<file path="src/core_defines.vh">
// timing constants, register offsets, field positions and reset values of the cpu core
`ifndef CORE_DEFINES_VH
`define CORE_DEFINES_VH

// machine cycle timing
`define STATES_PER_CYCLE    3'd6
`define LAST_STATE          3'd5
`define ALE_FIRST_STATE     3'd0
`define ALE_SECOND_STATE    3'd3
`define OPC_STATE           3'd0
`define OPND_STATE          3'd3
`define EXEC_STATE          3'd5

// apb byte addresses
`define ADDR_PSW            12'h0D0
`define ADDR_SP             12'h081
`define ADDR_ACC            12'h0E0
`define ADDR_B              12'h0F0
`define ADDR_PC             12'h084
`define ADDR_IR             12'h088
`define ADDR_STAT           12'h08C

// status word fields
`define PSW_CY              7
`define PSW_AC              6
`define PSW_F0              5
`define PSW_RS1             4
`define PSW_RS0             3
`define PSW_OV              2
`define PSW_F1              1
`define PSW_P               0

// reset values
`define SP_RESET            8'h07
`define PSW_RESET           8'h00
`define PC_RESET            16'h0000

// alu operation codes
`define ALU_ADD             4'h0
`define ALU_ADDC            4'h1
`define ALU_SUBB            4'h2
`define ALU_INC             4'h3
`define ALU_DEC             4'h4
`define ALU_MUL             4'h5
`define ALU_DIV             4'h6
`define ALU_DA              4'h7
`define ALU_AND             4'h8
`define ALU_OR              4'h9
`define ALU_XOR             4'hA
`define ALU_CPL             4'hB
`define ALU_RL              4'hC
`define ALU_RR              4'hD
`define ALU_SWAP            4'hE
`define ALU_CMP             4'hF

`endif

</file>
<file path="src/core_alu.v">
// combinational 8-bit alu with flag outputs
`timescale 1ns/1ps
`default_nettype none
`include "core_defines.vh"

module core_alu (
  // operands
  input  wire [3:0] op,
  input  wire [7:0] src_a,
  input  wire [7:0] src_b,
  input  wire       cy_in,
  input  wire       ac_in,
  // results
  output reg  [7:0] res,
  output reg  [7:0] res_hi,
  output reg        cy_out,
  output reg        ac_out,
  output reg        ov_out
);

  reg [8:0]  sum;
  reg [4:0]  low;
  reg [15:0] prod;
  reg [8:0]  adj;

  // operation select, carry and half carry kept unless the op defines them, overflow cleared
  always @* begin
    res    = 8'h00;
    res_hi = src_b;
    cy_out = cy_in;
    ac_out = ac_in;
    ov_out = 1'b0;
    sum    = 9'h000;
    low    = 5'h00;
    prod   = 16'h0000;
    adj    = 9'h000;
    case (op)
      `ALU_ADD, `ALU_ADDC: begin
        sum    = {1'b0, src_a} + {1'b0, src_b} + {8'h00, (op == `ALU_ADDC) & cy_in};
        low    = {1'b0, src_a[3:0]} + {1'b0, src_b[3:0]} + {4'h0, (op == `ALU_ADDC) & cy_in};
        res    = sum[7:0];
        cy_out = sum[8];
        ac_out = low[4];
        ov_out = (src_a[7] == src_b[7]) && (sum[7] != src_a[7]);
      end
      `ALU_SUBB, `ALU_CMP: begin
        sum    = {1'b0, src_a} - {1'b0, src_b} - {8'h00, (op == `ALU_SUBB) & cy_in};
        low    = {1'b0, src_a[3:0]} - {1'b0, src_b[3:0]} - {4'h0, (op == `ALU_SUBB) & cy_in};
        res    = (op == `ALU_CMP) ? src_a : sum[7:0];
        cy_out = sum[8];
        ac_out = (op == `ALU_CMP) ? ac_in : low[4];
        ov_out = (src_a[7] != src_b[7]) && (sum[7] != src_a[7]);
      end
      `ALU_INC: res = src_a + 8'h01;
      `ALU_DEC: res = src_a - 8'h01;
      `ALU_MUL: begin
        prod   = src_a * src_b;
        res    = prod[7:0];
        res_hi = prod[15:8];
        cy_out = 1'b0;
        ov_out = |prod[15:8];
      end
      `ALU_DIV: begin
        cy_out = 1'b0;
        ov_out = (src_b == 8'h00);
        res    = (src_b == 8'h00) ? 8'hFF : src_a / src_b;
        res_hi = (src_b == 8'h00) ? src_a : src_a % src_b;
      end
      `ALU_DA: begin
        adj = {1'b0, src_a};
        if (adj[3:0] > 4'h9 || ac_in)
          adj = adj + 9'h006;
        if (adj[8:4] > 5'h09 || cy_in)
          adj = adj + 9'h060;
        res    = adj[7:0];
        cy_out = cy_in | adj[8];
      end
      `ALU_AND:  res = src_a & src_b;
      `ALU_OR:   res = src_a | src_b;
      `ALU_XOR:  res = src_a ^ src_b;
      `ALU_CPL:  res = ~src_a;
      `ALU_RL:   res = {src_a[6:0], src_a[7]};
      `ALU_RR:   res = {src_a[0], src_a[7:1]};
      `ALU_SWAP: res = {src_a[3:0], src_a[7:4]};
      default:   res = src_a;
    endcase
  end

endmodule
`default_nettype wire

</file>
<file path="src/cpu_core.v">
// cpu core: state timing, fetch sequencing, alu, bit processor, status word and apb registers
//
// Contract
// - a machine cycle is six states, two oscillator periods each, no prescaler; the core spends two sys_clk periods per state
// - each state splits into phase 1 and phase 2, twelve phases per cycle
// - alu work happens in phase 1, register transfers in phase 2
// - instructions are one to three bytes, taking one, two or four cycles; the core fetches at most two bytes
// - address latch strobe high S1P2-S2P1 and S4P2-S5P1 each cycle
// - opcode is latched into the instruction register at S1P2
// - second byte of a two-byte one-cycle instruction is read in S4
// - one-byte instructions still fetch in S4, discard it, keep counter
// - a one-cycle instruction completes at the end of S6P2
// - alu takes 8-bit operands and supports the full arithmetic and logic set
// - bit processor sets, clears, complements, branches, and ands/ors into carry
// - 16-bit counter holds next address; branches redirect execution
// - two bank-select bits map registers to 00-07, 08-0F, 10-17, 18-1F
// - parity flag follows the accumulator after every instruction, even parity
// - stack pointer increments before push/call, decrements after pop/return
// - stack pointer resets to 07 and is readable and writable by software
// - b register is multiply/divide operand and result, else scratch
// - arithmetic updates carry and overflow; half carry for decimal ops
// - five addressing modes: direct, immediate, register, indirect, base plus index
//
// Added by the designer: the APB slave port.
`timescale 1ns/1ps
`default_nettype none
`include "core_defines.vh"

module cpu_core (
  // clock and reset
  input  wire        sys_clk,
  input  wire        rst,
  // apb slave
  input  wire        psel,
  input  wire        penable,
  input  wire        pwrite,
  input  wire [11:0] paddr,
  input  wire [31:0] pwdata,
  output wire        pready,
  output reg  [31:0] prdata,
  output wire        pslverr,
  // program memory
  output reg  [15:0] code_addr,
  input  wire [7:0]  code_data,
  output reg         addr_latch_strobe,
  // decoded instruction control
  input  wire        exec_valid,
  input  wire        instr_two_byte,
  input  wire [2:0]  instr_cycles,
  input  wire [3:0]  alu_op,
  input  wire [1:0]  src_b_mode,
  input  wire [2:0]  dst_sel,
  input  wire [2:0]  bit_op,
  input  wire [2:0]  bit_pos,
  input  wire [7:0]  bit_byte,
  input  wire [1:0]  stack_op,
  input  wire        branch_take_ext,
  input  wire [15:0] branch_target,
  input  wire [7:0]  src_data,
  input  wire [2:0]  reg_num,
  // decoded results
  output reg  [7:0]  opcode,
  output reg  [7:0]  operand,
  output reg  [7:0]  reg_addr,
  output reg  [15:0] data_ptr_index,
  output reg         phase_two,
  output reg  [2:0]  state_num,
  output reg         cycle_done
);

  // ---------------------------------------------------------------
  // timing state counter
  // ---------------------------------------------------------------
  reg        phase_r;
  reg [2:0]  state_r;
  reg [2:0]  mcyc_r;
  reg [7:0]  ir_r;
  reg [7:0]  opnd_r;
  reg [15:0] pc_r;
  reg [7:0]  acc_r;
  reg [7:0]  b_r;
  reg [7:0]  psw_r;
  reg [7:0]  sp_r;
  reg        discard_r;

  wire end_of_cycle = (state_r == `LAST_STATE) && phase_r;
  wire last_mcyc    = (mcyc_r + 3'd1 >= instr_cycles) || (instr_cycles == 3'd0);

  // phase toggles every clock; states step on phase 2
  always @(posedge sys_clk or posedge rst) begin
    if (rst) begin
      phase_r <= 1'b0;
      state_r <= 3'd0;
      mcyc_r  <= 3'd0;
    end else begin
      phase_r <= ~phase_r;
      if (phase_r) begin
        if (state_r == `LAST_STATE) begin
          state_r <= 3'd0;
          if (exec_valid && !last_mcyc)
            mcyc_r <= mcyc_r + 3'd1;
          else
            mcyc_r <= 3'd0;
        end else begin
          state_r <= state_r + 3'd1;
        end
      end
    end
  end

  // ---------------------------------------------------------------
  // address latch strobe and fetch addressing
  // ---------------------------------------------------------------
  always @(posedge sys_clk or posedge rst) begin
    if (rst) begin
      addr_latch_strobe <= 1'b0;
    end else begin
      // high from S1P2 to S2P1 and S4P2 to S5P1
      // decided one clock ahead, while the core sits in S1 or S4
      addr_latch_strobe <= (state_r == `ALE_FIRST_STATE) ||
                           (state_r == `ALE_SECOND_STATE);
    end
  end

  // ---------------------------------------------------------------
  // status outputs
  // ---------------------------------------------------------------
  always @(posedge sys_clk or posedge rst) begin
    if (rst) begin
      phase_two  <= 1'b0;
      state_num  <= 3'd0;
      cycle_done <= 1'b0;
      code_addr  <= `PC_RESET;
    end else begin
      phase_two  <= ~phase_r;
      state_num  <= phase_r ? ((state_r == `LAST_STATE) ? 3'd0 : state_r + 3'd1) : state_r;
      cycle_done <= end_of_cycle && last_mcyc;
      code_addr  <= pc_r;
    end
  end

  // ---------------------------------------------------------------
  // alu instance, operand B select
  // ---------------------------------------------------------------
  reg  [7:0] alu_b;
  wire [7:0] alu_res;
  wire [7:0] alu_res_hi;
  wire       alu_cy;
  wire       alu_ac;
  wire       alu_ov;

  // immediate, direct/register data, or b register
  always @* begin
    case (src_b_mode)
      2'd0:    alu_b = opnd_r;
      2'd1:    alu_b = src_data;
      2'd2:    alu_b = b_r;
      default: alu_b = 8'h00;
    endcase
  end

  core_alu u_alu (
    .op     (alu_op),
    .src_a  (acc_r),
    .src_b  (alu_b),
    .cy_in  (psw_r[`PSW_CY]),
    .ac_in  (psw_r[`PSW_AC]),
    .res    (alu_res),
    .res_hi (alu_res_hi),
    .cy_out (alu_cy),
    .ac_out (alu_ac),
    .ov_out (alu_ov)
  );

  // latched alu result from phase 1, written back in phase 2
  reg [7:0] res_r;
  reg [7:0] res_hi_r;
  reg       cy_r;
  reg       ac_r;
  reg       ov_r;

  always @(posedge sys_clk or posedge rst) begin
    if (rst) begin
      res_r    <= 8'h00;
      res_hi_r <= 8'h00;
      cy_r     <= 1'b0;
      ac_r     <= 1'b0;
      ov_r     <= 1'b0;
    end else if (!phase_r) begin
      res_r    <= alu_res;
      res_hi_r <= alu_res_hi;
      cy_r     <= alu_cy;
      ac_r     <= alu_ac;
      ov_r     <= alu_ov;
    end
  end

  // ---------------------------------------------------------------
  // bit processor
  // ---------------------------------------------------------------
  reg  bit_val;
  reg  carry_nxt;
  reg  [7:0] bit_byte_nxt;
  reg  bit_branch;

  // ops: 0 set,1 clr,2 cpl,3 anl,4 anl not,5 orl,6 orl not,7 mov to carry
  always @* begin
    bit_val      = bit_byte[bit_pos];
    carry_nxt    = psw_r[`PSW_CY];
    bit_byte_nxt = bit_byte;
    bit_branch   = bit_val;
    case (bit_op)
      3'd0:    bit_byte_nxt[bit_pos] = 1'b1;
      3'd1:    bit_byte_nxt[bit_pos] = 1'b0;
      3'd2:    bit_byte_nxt[bit_pos] = ~bit_val;
      3'd3:    carry_nxt = carry_nxt & bit_val;
      3'd4:    carry_nxt = carry_nxt & ~bit_val;
      3'd5:    carry_nxt = carry_nxt | bit_val;
      3'd6:    carry_nxt = carry_nxt | ~bit_val;
      default: carry_nxt = bit_val;
    endcase
  end

  // ---------------------------------------------------------------
  // apb decode
  // ---------------------------------------------------------------
  wire apb_wr = psel && penable && pwrite;
  assign pready  = 1'b1;
  assign pslverr = 1'b0;

  function is_addr;
    input [11:0] a;
    input [11:0] b;
    begin
      is_addr = (a == b);
    end
  endfunction

  // ---------------------------------------------------------------
  // fetch, program counter and instruction registers
  // ---------------------------------------------------------------
  wire pc_wr = apb_wr && is_addr(paddr, `ADDR_PC);

  always @(posedge sys_clk or posedge rst) begin
    if (rst) begin
      pc_r      <= `PC_RESET;
      ir_r      <= 8'h00;
      opnd_r    <= 8'h00;
      discard_r <= 1'b0;
    end else if (pc_wr) begin
      pc_r <= pwdata[15:0];
    end else if (phase_r && mcyc_r == 3'd0) begin
      if (state_r == `OPC_STATE) begin
        ir_r <= code_data;
        pc_r <= pc_r + 16'h0001;
      end else if (state_r == `OPND_STATE) begin
        if (instr_two_byte) begin
          opnd_r    <= code_data;
          pc_r      <= pc_r + 16'h0001;
          discard_r <= 1'b0;
        end else begin
          discard_r <= 1'b1;
        end
      end else if (end_of_cycle && exec_valid && (branch_take_ext || (bit_op == 3'd7 && bit_branch))) begin
        pc_r <= branch_target;
      end
    end else if (end_of_cycle && exec_valid && branch_take_ext) begin
      pc_r <= branch_target;
    end
  end

  always @(posedge sys_clk or posedge rst) begin
    if (rst) begin
      opcode  <= 8'h00;
      operand <= 8'h00;
    end else begin
      opcode  <= ir_r;
      operand <= discard_r ? 8'h00 : opnd_r;
    end
  end

  // ---------------------------------------------------------------
  // accumulator, b, status word and stack pointer write-back
  // ---------------------------------------------------------------
  wire wb = end_of_cycle && exec_valid;

  always @(posedge sys_clk or posedge rst) begin
    if (rst) begin
      acc_r <= 8'h00;
      b_r   <= 8'h00;
      psw_r <= `PSW_RESET;
      sp_r  <= `SP_RESET;
    end else begin
      if (apb_wr && is_addr(paddr, `ADDR_ACC))
        acc_r <= pwdata[7:0];
      else if (wb && dst_sel == 3'd1)
        acc_r <= res_r;
      else if (wb && dst_sel == 3'd2)
        acc_r <= res_r;
      if (apb_wr && is_addr(paddr, `ADDR_B))
        b_r <= pwdata[7:0];
      else if (wb && dst_sel == 3'd2)
        b_r <= res_hi_r;
      else if (wb && dst_sel == 3'd3)
        b_r <= res_r;
      if (apb_wr && is_addr(paddr, `ADDR_PSW))
        psw_r[7:1] <= pwdata[7:1];
      else if (wb && (dst_sel == 3'd1 || dst_sel == 3'd2)) begin
        psw_r[`PSW_CY] <= cy_r;
        psw_r[`PSW_AC] <= ac_r;
        psw_r[`PSW_OV] <= ov_r;
      end else if (wb && dst_sel == 3'd4)
        psw_r[`PSW_CY] <= carry_nxt;
      psw_r[`PSW_P] <= ^acc_r;
      if (apb_wr && is_addr(paddr, `ADDR_SP))
        sp_r <= pwdata[7:0];
      else if (wb && stack_op == 2'd1)
        sp_r <= sp_r + 8'h01;
      else if (wb && stack_op == 2'd2)
        sp_r <= sp_r - 8'h01;
    end
  end

  // ---------------------------------------------------------------
  // register bank and indexed address
  // ---------------------------------------------------------------
  always @(posedge sys_clk or posedge rst) begin
    if (rst) begin
      reg_addr       <= 8'h00;
      data_ptr_index <= 16'h0000;
    end else begin
      reg_addr       <= {3'b000, psw_r[`PSW_RS1], psw_r[`PSW_RS0], reg_num};
      data_ptr_index <= branch_target + {8'h00, acc_r};
    end
  end

  // ---------------------------------------------------------------
  // apb read mux
  // ---------------------------------------------------------------
  always @(posedge sys_clk or posedge rst) begin
    if (rst) begin
      prdata <= 32'h00000000;
    end else if (psel && !penable && !pwrite) begin
      case (paddr)
        `ADDR_PSW:  prdata <= {24'h000000, psw_r};
        `ADDR_SP:   prdata <= {24'h000000, sp_r};
        `ADDR_ACC:  prdata <= {24'h000000, acc_r};
        `ADDR_B:    prdata <= {24'h000000, b_r};
        `ADDR_PC:   prdata <= {16'h0000, pc_r};
        `ADDR_IR:   prdata <= {16'h0000, opnd_r, ir_r};
        `ADDR_STAT: prdata <= {16'h0000, bit_byte_nxt, discard_r, mcyc_r, phase_r, state_r};
        default:    prdata <= 32'h00000000;
      endcase
    end
  end

endmodule
`default_nettype wire

</file>
<file path="config.mk">
export PLATFORM = sky130hd
export DESIGN_NAME = cpu_core
export DESIGN_NICKNAME = d
export VERILOG_FILES = /design/src/core_alu.v /design/src/cpu_core.v
export VERILOG_INCLUDE_DIRS = /design/src
export SDC_FILE = /design/constraint.sdc
export NUM_CORES = 1
export LEC_CHECK = 0
export BUFFER_PORTS_ARGS = -buffer_cell sky130_fd_sc_hd__buf_4
export CAP_MARGIN = 10
export CORE_MARGIN = 1
export CORE_UTILIZATION = 55
export CTS_CLUSTER_DIAMETER = 40
export DETAILED_ROUTE_END_ITERATION = 8
export GPL_TIMING_DRIVEN = 0
export PLACE_DENSITY = 0.83
export SETUP_SLACK_MARGIN = 0.1
export SLEW_MARGIN = 0
export SYNTH_ARGS = -nofsm -noshare
export SYNTH_HDL_FRONTEND = slang
export SYNTH_HIERARCHICAL = 1
export SYNTH_SLANG_ARGS = --single-unit
</file>
<file path="constraint.sdc">
create_clock -name sys_clk -period 16.39 [get_ports sys_clk]
set_input_delay 1.639 -clock sys_clk [delete_from_list [all_inputs] [get_ports sys_clk]]
set_output_delay 1.639 -clock sys_clk [all_outputs]
set_load 0.01 [all_outputs]
</file>
==> impl_metrics.ini <==
[worst_setup_path]
endpoint = res_hi_r[7]
reg2reg_depth = 49
startpoint_type = input port
cp.required_ns = 16.76
r2r_end = res_hi_r[7]
critPathLaunch = src_b_mode[1]
path_max_fanout = 10
cp-end-kind = flop
critPathArrivalTime_ns = 15.96
r2r_slack_ns = 1.84
rr_startpoint = opnd_r[2]
cpMostUsedCell = ha_1
worstSetupPathType = in -> reg
max_stage_delay_ns = 0.71
crit_path_top_delay_cell = o21ai_0

[logic_synthesis]
synth_area_sq_mm = 0.0154
synth_cells = 1782
synthArstFlopShare = 1.00
synth.area.mux_share = 0.0801
synth_edf_count = 0
ys_warn_count = 6
synth_cell_types = 89
synth_top_cell_area_share = 0.259
yosysSeqAreaShare = 0.264
syn_area_per_cell_sq_um = 8.62
synth_compound_area_frac = 0.195
synthTopCellsByArea = dfrtp_1 26%, ha_1 11%, fa_1 5.7%
synth_top_flop_cell = dfrtp_1
synthAdderAreaFrac = 0.169
yosysTopAreaCell = dfrtp_1
yosysMostFrequentCell = nand2_1
yosys.area_share.simple = 0.173
synth_common_cells = 168 x nand2_1, 159 x dfrtp_1, 147 x nor2_1, 137 x ha_1, 116 x a21oi_1
synth-xor-area-share = 0.0581
ys_ff_latch = 162
synth_top_family_by_area = compound AO/OA/AOI/OAI gates

[floorplan]
start_util = 0.566
die_y_um = 169
core_area_sq_mm = 0.0272
num_rows = 60
floorplan.die.width_um = 169
boundaryPins = 211
die_area_sq_mm = 0.0286

[timing]
fin_worst_skew_ns = 0.0158
final-hold-violation-count = 0
period_share = 0.951
worst_pin_slew_ns = 1.26
rsz0062_at_grt = false
fmax_ghz = 0.0642
tns_ns = 0
whs_ns = 0.384
slew_headroom = 0.151
setup_viol = 0
post-route-min-period_ns = 15.59
slew_violations = 0

[global_routing]
gr-total-overflow = 0
grt_max_degree = 102
grt_pass1_vias = 14800
antenna_found_initial = 0
grt_pass1_wl_um = 84200
grt_usage = 0.388

[clock_network]
cts.reportedPaths.clkPinSlew_ns = 0.07
cts-root-buf = clkbuf_16
cts.sinks = 162
cts_tree = built
hold_buffers = 0
clock_path_buffers = 2
clk_latency_ns = 0.44
cts_made_buffers = 17
h-tree-depth = 4

[pwr]
vdd_drop_max_uv = 253
p_clk_frac = 0.134
power_w = 0.00297
power.density_mw_per_mm2 = 166
combPwrFrac = 0.678
power_switching_w = 0.00144
pwr-share-seq = 0.188
p_leak_nw = 8.21
p_int_w = 0.00153
swShare = 0.484

[placed_design]
gp_congestion = 0.996
dp_hpwl_um = 42400
dp.cells = 2347
port-buffer-count = 170

[final_layout]
drive_gt1_frac = 0.176
nets = 2292
syn_to_final_growth_pct = 16.4
final_cells = 2381
num_antenna_cells = 0

[run]
drv_cap = 0

[route]
drtIter0Drc = 1679
antenna_left = 0
drc = 0
first_pass_iters = 6
wl_um = 55500
viasPerCell = 6.38
vias = 15200
wire_per_inst_um = 23.3

[worst_hold_path]
hp-class = reg -> reg

[outcome]
status = finished, final reports clean
## placed cells by master, fill, tap and decap left out, drive strengths merged, types with 30 or more instances in the layout
cell | synthesis | final
a21oi | 116 | 116
buf | 46 | 223
clkbuf | 59 | 76
dfrtp | 159 | 159
fa | 44 | 44
ha | 137 | 137
inv | 108 | 114
mux2 | 61 | 61
mux2i | 51 | 51
nand2 | 169 | 169
nand3 | 42 | 42
nor2 | 147 | 147
nor3 | 42 | 42
o21ai | 112 | 112
xnor2 | 72 | 72
xor2 | 30 | 30
## worst min-delay path by stage
stage | slack (ns) | cells past startpoint | endpoint | start
floorplan | 0.35 | 0 | code_addr[2] | pc_r[2]
global placement | 0.36 | 0 | code_addr[3] | pc_r[3]
detailed placement | 0.37 | 0 | code_addr[7] | pc_r[7]
CTS | 0.39 | 0 | code_addr[3] | pc_r[3]
global route | 0.40 | 0 | code_addr[7] | pc_r[7]
finish | 0.38 | 0 | code_addr[3] | pc_r[3]
## final cells by class
| cell class | count | area (sq um) |
|---|---|---|
| inverters | 111 | 425 |
| flip-flops and latches | 162 | 4060 |
| fillers | 2315 | 9290 |
| repair buffers | 176 | 1340 |
| well taps | 372 | 465 |
| clock inverters | 14 | 144 |
| multi-input cells | 1423 | 10500 |
| clock buffers | 18 | 429 |
| plain buffers | 105 | 510 |
## cell families after synthesis
kind of cell	after synthesis
buf+inv	216
xor+xnor	102
fa+ha+maj	181
other cells	2
mux	113
flops	162
compound gates	457
simple gates	549
## state kept, by name, summed over array words and instances (netlist names), 16 cells and up
signal	count
code_addr	16
data_ptr_index	16
pc_r	16
prdata	16
## power groups by stage
| stage | sequential [W] | clock (W) | combinational [W] |
|---|---|---|---|
| detailed placement | 0.000561 | 0 | 0.00186 |
| CTS | 0.000554 | 0.000396 | 0.00190 |
| finish | 0.000558 | 0.000398 | 0.00202 |
| global route | 0.000561 | 0.000414 | 0.00217 |
| global placement | 0.000559 | 0 | 0.00181 |
| floorplan | 0.000534 | 0 | 0.00139 |
## what timing repair did
action,4_1_cts,5_1_grt
buffers inserted,0,2
setup endpoints to repair,9,9
gates resized for setup,5,10
## critical path: cells and delay by family
kind                       cells  cell delay [ns]
adders and majority gates      7             2.24
and+or+nand+nor                8             1.62
muxes                          6             1.92
AOI/OAI and AO/OA             24             6.89
buffers and inverters          5             1.60
## metal layers
layer	vias up	routed length [um]	GRT usage
met5	-	0	0.00348
met4	0	3790	0.259
met3	248	4970	0.0718
met2	910	25800	0.643
met1	7271	20900	0.461
li1	6763	-	-
## per-stage QoR
step	setup WS (ns)	utilization	cell area, sq um
final	0.804	0.658	17900
after global routing	0.207	0.658	17900
after CTS	0.172	0.656	17800
after detailed placement	-1.14	0.634	17200
after global placement	-2.25	0.632	17200
after floorplan	1.97	-	15400
(Power assumes the default switching activity.)
